<file path="src/hw/bgpa_pkg.sv">
// Purpose: Shared constants and types for the background/power precedence arbiter
// Assumes: One 125 MHz functional clock; power timers count in 100 ms steps
// Notes:   Timer index order is also the priority order, the deepest saving last
package bgpa_pkg;

  // Functional clock and timer granularity
  localparam int unsigned CLK_FREQ_HZ = 125_000_000;
  localparam int unsigned TMR_STEP_MS = 100;
  // Cycles per 100 ms step; far above 4096, so the top also takes it as a parameter
  localparam int unsigned TMR_STEP_CYCLES = (CLK_FREQ_HZ / 1000) * TMR_STEP_MS;
  localparam int unsigned TICK_CNT_W = 24;

  // Precedence selector encodings
  localparam logic [1:0] PREC_VENDOR = 2'h0;
  localparam logic [1:0] PREC_BG_FIRST = 2'h1;
  localparam logic [1:0] PREC_LP_FIRST = 2'h2;
  localparam logic [1:0] PREC_RESERVED = 2'h3;

  // Power condition timers, lowest saving first
  localparam int unsigned NUM_TMR = 5;
  localparam int unsigned TMR_IDLE_A = 0;
  localparam int unsigned TMR_IDLE_B = 1;
  localparam int unsigned TMR_IDLE_C = 2;
  localparam int unsigned TMR_STANDBY_Y = 3;
  localparam int unsigned TMR_STANDBY_Z = 4;
  localparam int unsigned TMR_W = 32;

  // Background function slots (slot 0 background scan, others device specific)
  localparam int unsigned NUM_BG = 4;

  // Power conditions; enum order follows the timer index plus one
  typedef enum logic [2:0] {
    PC_ACTIVE,
    PC_IDLE_A,
    PC_IDLE_B,
    PC_IDLE_C,
    PC_STANDBY_Y,
    PC_STANDBY_Z
  } bgpa_pwr_t;

  // Effective policy after folding the selector
  typedef enum logic {
    POL_BG_FIRST,
    POL_LP_FIRST
  } bgpa_pol_t;

  // Per-timer configuration from the host's mode settings
  typedef struct packed {
    logic en;
    logic [TMR_W-1:0] init;
  } bgpa_tmr_cfg_t;

  // Reset values
  localparam bgpa_pwr_t PWR_RST = PC_ACTIVE;
  localparam bgpa_pol_t POL_RST = POL_BG_FIRST;

endpackage

</file>
<file path="src/hw/bgpa_arbiter.sv">
// Purpose: Decide whether background functions or low power conditions win
// Assumes: All inputs come from logic on core_clk_i; pulses last one cycle
// Notes:   A background function runs only in the active condition
//
// Function
// - A two-bit host selector picks how background work meets power management.
// - Each power timer loads its initial value and counts 100 ms inactivity steps.
// - Selector zero behaves exactly like the background-first policy.
// - Background-first wakes from a timer-entered low power condition before background work.
// - Background-first: enabled scan timer expiry is a trigger that wakes the unit.
// - Background-first: enabled device-specific background event also wakes the unit.
// - A host command suspends running background work so the command is served.
// - Simultaneous enabled background triggers are all kept pending and all run; disabled ones are dropped.
// - After background work ends, enter the deepest expired timer's power condition.
// - Background-first: timer expiry during background work waits until all work completes.
// - Low-power-first never leaves a low power condition only for background work.
// - Low-power-first runs work only if triggered, enabled, active, no host requests.
// - Low-power-first: expiry during work moves to the expired timer's condition.
`timescale 1ns/1ps
`default_nettype none
module bgpa_arbiter
  import bgpa_pkg::*;
#(
  parameter int unsigned STEP_CYCLES = TMR_STEP_CYCLES,
  parameter int unsigned N_BG = NUM_BG
) (
  input wire logic core_clk_i,
  input wire logic rst_n_i,
  // Host configuration
  input wire logic [1:0] bg_power_precedence_sel_i,
  input wire bgpa_tmr_cfg_t [NUM_TMR-1:0] tmr_cfg_i,
  // Host traffic
  input wire logic host_access_i,
  input wire logic host_cmd_pending_i,
  // Background functions
  input wire logic [N_BG-1:0] bg_trigger_i,
  input wire logic [N_BG-1:0] bg_enable_i,
  input wire logic [N_BG-1:0] bg_done_i,
  // Results
  output bgpa_pwr_t power_cond_o,
  output logic [N_BG-1:0] bg_run_o,
  output logic [N_BG-1:0] bg_pending_o,
  output logic bg_suspend_o,
  output logic expiry_deferred_o,
  output logic sel_reserved_o
);

  // Whole arbiter state in one record
  typedef struct packed {
    logic [TICK_CNT_W-1:0] tick_cnt;
    logic step;
    bgpa_pol_t pol;
    logic sel_rsvd;
    logic [N_BG-1:0] pend;
    logic [N_BG-1:0] run;
    logic susp;
    logic deferred;
    bgpa_pwr_t pwr;
  } bgpa_st_t;

  localparam logic [TICK_CNT_W-1:0] STEP_LAST = TICK_CNT_W'(STEP_CYCLES - 1);

  bgpa_st_t st_r;
  bgpa_st_t st_nxt;
  logic [NUM_TMR-1:0] tmr_expired;
  logic any_expired;
  bgpa_pwr_t expired_target;
  logic bg_busy;
  logic can_run;
  logic [N_BG-1:0] first_pend;

  // One inactivity timer per low power condition
  genvar gi;
  generate
    for (gi = 0; gi < NUM_TMR; gi++) begin : g_tmr
      bgpa_pc_timer #(
        .W(TMR_W)
      ) u_tmr (
        .core_clk_i(core_clk_i),
        .rst_n_i(rst_n_i),
        .step_i(st_r.step),
        .restart_i(host_access_i),
        .en_i(tmr_cfg_i[gi].en),
        .init_i(tmr_cfg_i[gi].init),
        .expired_o(tmr_expired[gi])
      );
    end
  endgenerate

  // Deepest expired timer wins; later index means more saving
  always_comb begin
    any_expired = 1'b0;
    expired_target = PC_ACTIVE;
    for (int i = 0; i < NUM_TMR; i++) begin
      if (tmr_expired[i]) begin
        any_expired = 1'b1;
        expired_target = bgpa_pwr_t'(3'(i + 1));
      end
    end
  end

  // Work is pending while any initiated function is not yet complete
  assign bg_busy = |st_r.pend;

  // Only the active condition can carry background work, and host requests come first
  assign can_run = bg_busy && (st_r.pwr == PC_ACTIVE) && !host_cmd_pending_i;

  // Lowest pending slot runs; it stays chosen until its done pulse clears it or a lower slot becomes pending
  assign first_pend = st_r.pend & (~st_r.pend + {{(N_BG-1){1'b0}}, 1'b1});

  always_comb begin
    st_nxt = st_r;

    // 100 ms step divider
    st_nxt.step = 1'b0;
    if (st_r.tick_cnt >= STEP_LAST) begin
      st_nxt.tick_cnt = '0;
      st_nxt.step = 1'b1;
    end else begin
      st_nxt.tick_cnt = st_r.tick_cnt + {{(TICK_CNT_W-1){1'b0}}, 1'b1};
    end

    // Fold selector into a policy; reserved code keeps the previous one
    st_nxt.sel_rsvd = (bg_power_precedence_sel_i == PREC_RESERVED);
    case (bg_power_precedence_sel_i)
      PREC_VENDOR: begin
        st_nxt.pol = POL_BG_FIRST;
      end
      PREC_BG_FIRST: begin
        st_nxt.pol = POL_BG_FIRST;
      end
      PREC_LP_FIRST: begin
        st_nxt.pol = POL_LP_FIRST;
      end
      default: begin
        st_nxt.pol = st_r.pol;
      end
    endcase

    // New triggers are latched even when a done pulse lands the same cycle
    st_nxt.pend = (st_r.pend & ~bg_done_i) | (bg_trigger_i & bg_enable_i);

    // Power condition decision
    st_nxt.deferred = 1'b0;
    if (host_access_i) begin
      // Medium access always brings the unit up
      st_nxt.pwr = PC_ACTIVE;
    end else if (st_r.pol == POL_BG_FIRST) begin
      if (bg_busy) begin
        // Wake for work; any expiry waits for the work to drain
        st_nxt.pwr = PC_ACTIVE;
        st_nxt.deferred = any_expired;
      end else if (any_expired) begin
        st_nxt.pwr = expired_target;
      end
    end else begin
      // Low power holds; work never forces a wake here
      if (any_expired) begin
        st_nxt.pwr = expired_target;
      end
    end

    // Grant and suspend indications
    if (can_run && !(st_r.pol == POL_LP_FIRST && any_expired)) begin
      st_nxt.run = first_pend & ~bg_done_i;
    end else begin
      st_nxt.run = '0;
    end
    st_nxt.susp = bg_busy && host_cmd_pending_i;
  end

  // Register the state record
  always_ff @(posedge core_clk_i or negedge rst_n_i) begin
    if (!rst_n_i) begin
      st_r.tick_cnt <= '0;
      st_r.step <= 1'b0;
      st_r.pol <= POL_RST;
      st_r.sel_rsvd <= 1'b0;
      st_r.pend <= '0;
      st_r.run <= '0;
      st_r.susp <= 1'b0;
      st_r.deferred <= 1'b0;
      st_r.pwr <= PWR_RST;
    end else begin
      st_r <= st_nxt;
    end
  end

  // Outputs straight from the state record
  assign power_cond_o = st_r.pwr;
  assign bg_run_o = st_r.run;
  assign bg_pending_o = st_r.pend;
  assign bg_suspend_o = st_r.susp;
  assign expiry_deferred_o = st_r.deferred;
  assign sel_reserved_o = st_r.sel_rsvd;

endmodule // bgpa_arbiter
`default_nettype wire

</file>
<file path="src/hw/bgpa_pc_timer.sv">
// Purpose: One power condition inactivity timer in 100 ms steps
// Assumes: step_i is a one-cycle pulse every 100 ms; restart_i marks host activity
// Notes:   Expired stays high until the next restart or until the timer is disabled
`timescale 1ns/1ps
`default_nettype none
module bgpa_pc_timer
  import bgpa_pkg::*;
#(
  parameter int unsigned W = TMR_W
) (
  input wire logic core_clk_i,
  input wire logic rst_n_i,
  input wire logic step_i,
  input wire logic restart_i,
  input wire logic en_i,
  input wire logic [W-1:0] init_i,
  output logic expired_o
);

  typedef struct packed {
    logic [W-1:0] cnt;
    logic expired;
    logic armed;
  } bgpa_tmr_st_t;

  bgpa_tmr_st_t st_r;
  bgpa_tmr_st_t st_nxt;

  // Load on activity, count down a step at a time, flag at the last step
  // Reload on the first enabled cycle too, so a value written with the enable is used
  always_comb begin
    st_nxt = st_r;
    st_nxt.armed = en_i;
    if (!en_i || !st_r.armed || restart_i) begin
      st_nxt.expired = 1'b0;
      st_nxt.cnt = init_i;
    end else if (step_i && !st_r.expired) begin
      // A zero load expires on the first step rather than never
      if (st_r.cnt <= {{(W-1){1'b0}}, 1'b1}) begin
        st_nxt.expired = 1'b1;
        st_nxt.cnt = '0;
      end else begin
        st_nxt.cnt = st_r.cnt - {{(W-1){1'b0}}, 1'b1};
      end
    end
  end

  always_ff @(posedge core_clk_i or negedge rst_n_i) begin
    if (!rst_n_i) begin
      st_r <= '0;
    end else begin
      st_r <= st_nxt;
    end
  end

  assign expired_o = st_r.expired;

endmodule // bgpa_pc_timer
`default_nettype wire

</file>
<file path="config.mk">
export PLATFORM = sky130hd
export DESIGN_NAME = bgpa_arbiter
export DESIGN_NICKNAME = d
export VERILOG_FILES = /design/src/hw/bgpa_pkg.sv /design/src/hw/bgpa_arbiter.sv /design/src/hw/bgpa_pc_timer.sv
export SDC_FILE = /design/constraint.sdc
export NUM_CORES = 1
export LEC_CHECK = 0
export BUFFER_PORTS_ARGS = -buffer_cell sky130_fd_sc_hd__buf_2
export CAP_MARGIN = 20
export CORE_ASPECT_RATIO = 1.2
export CORE_MARGIN = 3
export CORE_UTILIZATION = 25
export CTS_BUF_LIST = sky130_fd_sc_hd__clkbuf_4 sky130_fd_sc_hd__clkbuf_8
export DETAILED_ROUTE_END_ITERATION = 8
export PLACE_DENSITY_LB_ADDON = 0.2
export REMOVE_ABC_BUFFERS = 1
export SYNTH_ARGS = -nofsm -noshare
export SYNTH_HDL_FRONTEND = slang
export SYNTH_SLANG_ARGS = --single-unit
</file>
<file path="constraint.sdc">
create_clock -name core_clk_i -period 3.2 [get_ports core_clk_i]
set_clock_uncertainty 0.05 [all_clocks]
set_input_delay 0.16 -clock core_clk_i [delete_from_list [all_inputs] [get_ports core_clk_i]]
set_output_delay 0.16 -clock core_clk_i [all_outputs]
set_load 0.05 [all_outputs]
</file>
==> results of run 1 <==
-- power breakdown --
| part | internal, W | switching (W) |
|---|---|---|
| clock network | 0.00187 | 0.00127 |
| logic | 0.000458 | 0.000439 |
| registers | 0.00283 | 0.000184 |
-- metrics by stage --
stage | setup slack [ns] | utilization (%) | hold WS, ns | total power (W)
3_3_place_gp | 0.433 | 29.3 | 0.188 | 0.00377
3_5_place_dp | 0.430 | 29.3 | 0.193 | 0.00378
2_1_floorplan | 0.373 | - | -0.186 | 0.00340
4_1_cts | 0.414 | 35.3 | 0.113 | 0.00721
6_report | 0.409 | 35.3 | 0.126 | 0.00705
5_1_grt | 0.251 | 35.3 | 0.153 | 0.00746
-- routing by layer --
| layer | GRT usage [%] | part of all wire [%] | up-vias |
|---|---|---|---|
| met4 | 5.47 | 2.5 | 0 |
| met5 | 0 | 0 | - |
| met1 | 20.2 | 45 | 5662 |
| met2 | 26.4 | 48 | 270 |
| met3 | 2.70 | 4.9 | 54 |
| li1 | - | - | 5790 |
-- sequential cells by signal (all words and copies together), names as in the netlist --
signal / count
bg_pending_o: 4
sel_reserved_o: 1
g_tmr.u_tmr.st_r: 165
bg_suspend_o: 1
st_r: 26
bg_run_o: 4
expiry_deferred_o: 1
power_cond_o: 3
g_tmr.u_tmr.expired_o: 5
-- cell type report --
class,count,area [um2],area share [%]
multi-input combinational,1075,6300,37.9
sequential,210,5260,31.6
timing repair buffer,433,3260,19.6
clock buffer,69,862,5.18
tap,623,779,4.68
clock inverter,9,97.6,0.587
inverter,19,71.3,0.429
antenna,2,5.00,0.0301
-- what timing repair did --
action	CTS	global route
hold endpoints to repair	252	0
resized for setup	0	0
hold buffers	187	0
-- final timing paths --
path	from	endpoint	slack (ns)	depth (start not counted)
hold / removal	rst_n_i	g_tmr[1].u_tmr.st_r[21]	0.13	2
min in group core_clk_i	tmr_cfg_i[164]	g_tmr[4].u_tmr.st_r[0]	0.20	2
setup reg to reg	g_tmr[1].u_tmr.st_r[30]	g_tmr[1].u_tmr.st_r[33]	0.41	7
setup / recovery	g_tmr[1].u_tmr.st_r[30]	g_tmr[1].u_tmr.st_r[33]	0.41	7
max in group asynchronous	rst_n_i	g_tmr[2].u_tmr.st_r[6]	2.22	3
hold reg to reg	st_r[16]	st_r[16]	0.44	1
-- cells by family (layout without fill, tap and decap cells) --
kind of cell | after synthesis | after routing
adder cells (fa/ha/maj) | 11 | 11
AO/OA/AOI/OAI | 306 | 306
other | 0 | 2
buffers and inverters | 84 | 530
AND/OR/NAND/NOR | 649 | 649
flip-flops | 210 | 210
multiplexers | 6 | 6
XOR/XNOR | 103 | 103
-- cell usage after synthesis (all sizes together) (23+ instances only) --
library cell  instances
nand2               179
nor3                 69
o31ai                26
xor2                 36
o21ai               129
a21oi                55
buf                  23
nand3                31
or3                  26
nor2                148
xnor2                67
nor4                 64
clkbuf               42
dfrtp               210
-- worst max-delay path, cell delays in order (launching register included) --
cell and delay [ns]:
dfrtp_1 0.43, or4_1 0.59, or4_4 0.50, nor4_4 0.53, buf_4 0.24, a211oi_1 0.06
o21ai_1 0.15, o311ai_1 0.11
==> out/qor.csv, run 1 <==
metric,value,unit
outcome,completed,
critPathLaunchType,flop,
irDropWorstVdd,0.208,mV
cts_tree,yes,
syn_area_per_cell,8.72,um2
fmaxAchievable,358,MHz
worst_ep_arrival_time,3.18,ns
relSlewSlack,42.2,%
antenna_found_initial,2,
critical_path_class,reg2reg,
synthMuxAreaShare,0.534,%
core_area,47100,um2
drive_gt1_share,19.4,%
via_count,11800,
synth-xor-area-share,7.55,%
grt_pass1_wl,64300,um
ant_nets,0,
ys_types,69,
crit_required,3.59,ns
hold_viol_final,0,
cp_max_fo,9,
synth_top_area_share,44.0,%
first_pass_iters,5,
synth.area.top_cells,"dfrtp_1, nand2_1, o21ai_0",
gp_congestion,0.826,
synth_area_leader_cell,dfrtp_1,
mostFrequentLayoutCell,dfrtp_1,
synth_fa_ha_area_share,1.15,%
initial_core_util,25.3,%
grt_use_total,15.7,%
viasPerCell,4.83,
final_cell_mix,"dfrtp_1, buf_2, dlygate4sd3_1",
synthSimpleGateAreaFrac,27.6,%
endpoint_kind,flop,
rsz0062_at_grt,false,
rows,87,
dp_hpwl,27100,um
clkLatencyLatePin,0.60,ns
place_inst,2173,
drv_cap,0,
ys_seq_area_share,44.0,%
fillCellCount,4890,
finalCriticalPeriod,2.79,ns
synthFlopType,dfrtp_1,
postCtsSetupRepairBufs,0,
numCtsBuffers,43,
drc,0,
syn_inst,1369,
area_growth,39.3,%
power_leakage,6.90,nW
hold_class,in2async,
clock_sinks,210,
ys_ff_latch,210,
grt_pass1_vias,12300,
synth_compound_area_share,15.9,%
root_buffer,clkbuf_8,
cts_max_level,2,
synth_edf_count,0,
instances_no_fill,2440,
fp.dieW,206,um
boundaryPins,197,
fin_crit_sh,87.2,%
p_per_area,423,nW/um2
netlist_area,11900,um2
place_area,13800,um2
finalSetupViolations,0,
fin_tns_setup,0,ns
synth_warnings,0,
design_area,16600,um2
async_flop_share,100,%
clk_pin_slew,0.06,ns
dieHeight,245,um
worst_pin_slew,0.858,ns
synth_top_family_by_area,simple AND/OR/NAND/NOR gates,
port_buffers,196,
drt_iter0_drc,579,
clockBufferDepth,3,
gr-total-overflow,0,
grt_max_degree,81,
final_max_slew_viol_count,0,
drt_wl_total,39500,um
nets,1976,
dieArea,50400,um2
wl_per_cell,16.2,um
No activity file was read; power rests on OpenSTA's default activity.
==> inputs of run 2 (changes only) <==
--- a/config.mk
+++ b/config.mk
@@ -13,7 +13,6 @@
 export CTS_BUF_LIST = sky130_fd_sc_hd__clkbuf_4 sky130_fd_sc_hd__clkbuf_8
 export DETAILED_ROUTE_END_ITERATION = 8
 export PLACE_DENSITY_LB_ADDON = 0.2
-export REMOVE_ABC_BUFFERS = 1
 export SYNTH_ARGS = -nofsm -noshare
 export SYNTH_HDL_FRONTEND = slang
 export SYNTH_SLANG_ARGS = --single-unit
==> run 2 against run 1 <==
Effect of this change:
- sequential power is essentially flat
- sequential cell count is the same
- count of clock-buffer cells in the layout grew 1
- via count shrank 0.52%
- critical path type unchanged
- critical endpoint is now g_tmr[4].u_tmr.st_r[19]
==> out/qor.csv, run 2 (synthesized netlist as in run 1, its figures left out) <==
metric,value,unit
critPathLaunchType,flop,
r2r_cells,6,
clk_pin_slew,0.06,ns
postCtsSetupRepairBufs,0,
final_cell_mix,"dfrtp_1, buf_2, dlygate4sd3_1",
hold_viol_final,0,
regMostFlops,g_tmr.u_tmr.st_r,
first_pass_iters,5,
intPower,0.00494,W
mostFrequentLayoutCell,dfrtp_1,
drive_gt1_share,19.2,%
drc,0,
drt_wl_total,39900,um
dp_hpwl,28000,um
finalSetupViolations,0,
relSlewSlack,53.8,%
antenna_found_initial,0,
fin_tns_setup,0,ns
area_growth,38.5,%
drt_iter0_drc,468,
fmaxAchievable,360,MHz
gr-total-overflow,0,
clockBufferDepth,3,
combPwrFrac,13.3,%
sw_frac_of_total,27.4,%
irDropWorstVdd,0.241,mV
endpoint_kind,flop,
dieArea,50400,um2
critical_path_class,reg2reg,
numCtsBuffers,43,
power,0.00681,W
power_switching,0.00186,W
finalCriticalPeriod,2.78,ns
rows,87,
p_per_area,411,nW/um2
worst_pin_slew,0.687,ns
power_frac_seq,44.3,%
worst_ep_arrival_time,3.15,ns
wl_per_cell,16.4,um
grt_pass1_vias,12200,
largest_reg_flops,165,
initial_core_util,25.3,%
viasPerCell,4.82,
hold_class,in2async,
cp_max_fo,9,
final_max_slew_viol_count,0,
nets,1977,
boundaryPins,197,
clock_sinks,210,
worst_hold_slack,0.0361,ns
port_buffers,196,
grt_pass1_wl,64200,um
synth_fp_nets,1563,
fp.dieW,206,um
drv_cap,0,
core_area,47100,um2
via_count,11700,
rsz0062_at_grt,false,
power_leakage,6.85,nW
grt_use_total,15.7,%
clkLatencyLatePin,0.59,ns
cts_tree,yes,
dieHeight,245,um
cts_max_level,2,
fin_crit_sh,86.7,%
gp_congestion,0.812,
root_buffer,clkbuf_8,
pwr-share-clk,42.5,%
grt_max_degree,68,
crit_required,3.58,ns
outcome,completed,
ant_nets,0,
run 2: cell types whose count changed in the layout (fill, tap and decap cells not counted):
| cell | before | now |
|---|---|---|
| clkbuf_4 | 14 | 18 |
| bufinv_16 | 2 | 0 |
| buf_4 | 48 | 49 |
| clkinv_2 | 6 | 0 |
| clkbuf_8 | 55 | 52 |
| diode_2 | 2 | 1 |
run 2: path summary, 6_finish.rpt:
check | slack (ns) | end | startpoint
setup / recovery | 0.42 | g_tmr[4].u_tmr.st_r[19] | g_tmr[4].u_tmr.st_r[27]
hold / removal | 0.04 | g_tmr[2].u_tmr.st_r[10] | rst_n_i
setup reg to reg | 0.42 | g_tmr[4].u_tmr.st_r[19] | g_tmr[4].u_tmr.st_r[27]
hold reg to reg | 0.42 | expiry_deferred_o | st_r[14]
max in group asynchronous | 2.15 | g_tmr[1].u_tmr.st_r[13] | rst_n_i
min in group core_clk_i | 0.20 | g_tmr[1].u_tmr.st_r[0] | tmr_cfg_i[65]
run 2: area by class of cell:
cell class | count | area (um2)
fill | 4866 | 30600
timing repair buffer | 434 | 3270
clock buffer | 70 | 851
clock inverter | 1 | 7.51
multi-input combinational | 1075 | 6300
antenna | 1 | 2.50
sequential | 210 | 5260
tap | 623 | 779
inverter | 19 | 71.3
run 2: per-stage QoR:
stage	worst slack, ns	cell area [um2]	utilization, %	instances
2_1_floorplan	0.785	11900	-	1369
3_3_place_gp	0.525	13800	29.3	2174
3_5_place_dp	0.391	13800	29.3	2174
4_1_cts	0.362	16500	35.1	2432
5_1_grt	0.216	16500	35.1	2432
6_report	0.425	16500	35.1	2433
run 2: worst max-delay path, stage by stage (launching register included):
cell and delay, ns:
dfrtp_1 0.42, or4_4 0.56, or3_1 0.41, nor4_4 0.37, and2_1 0.35, or2b_1 0.32, o21ai_0 0.15
run 2: what timing repair did:
item	in CTS	in global routing
resized for setup	0	0
endpoints found under the hold margin	297	0
endpoints found under the setup margin	0	0
hold buffers	187	0
run 2: power groups by stage:
| stage | clock (W) | combinational [W] | sequential, W |
|---|---|---|---|
| finish | 0.00289 | 0.000903 | 0.00301 |
| CTS | 0.00305 | 0.000918 | 0.00301 |
| global placement | 0 | 0.000730 | 0.00305 |
| global route | 0.00317 | 0.00102 | 0.00304 |
| detailed placement | 0 | 0.000736 | 0.00305 |
| floorplan | 0 | 0.000413 | 0.00301 |
run 2: layer usage:
layer  share of wire [%]  global-route usage, %
met1                  45                   20.0
met2                  48                   26.7
met4                 2.7                   5.11
met3                 4.3                   3.05
met5                   0                      0
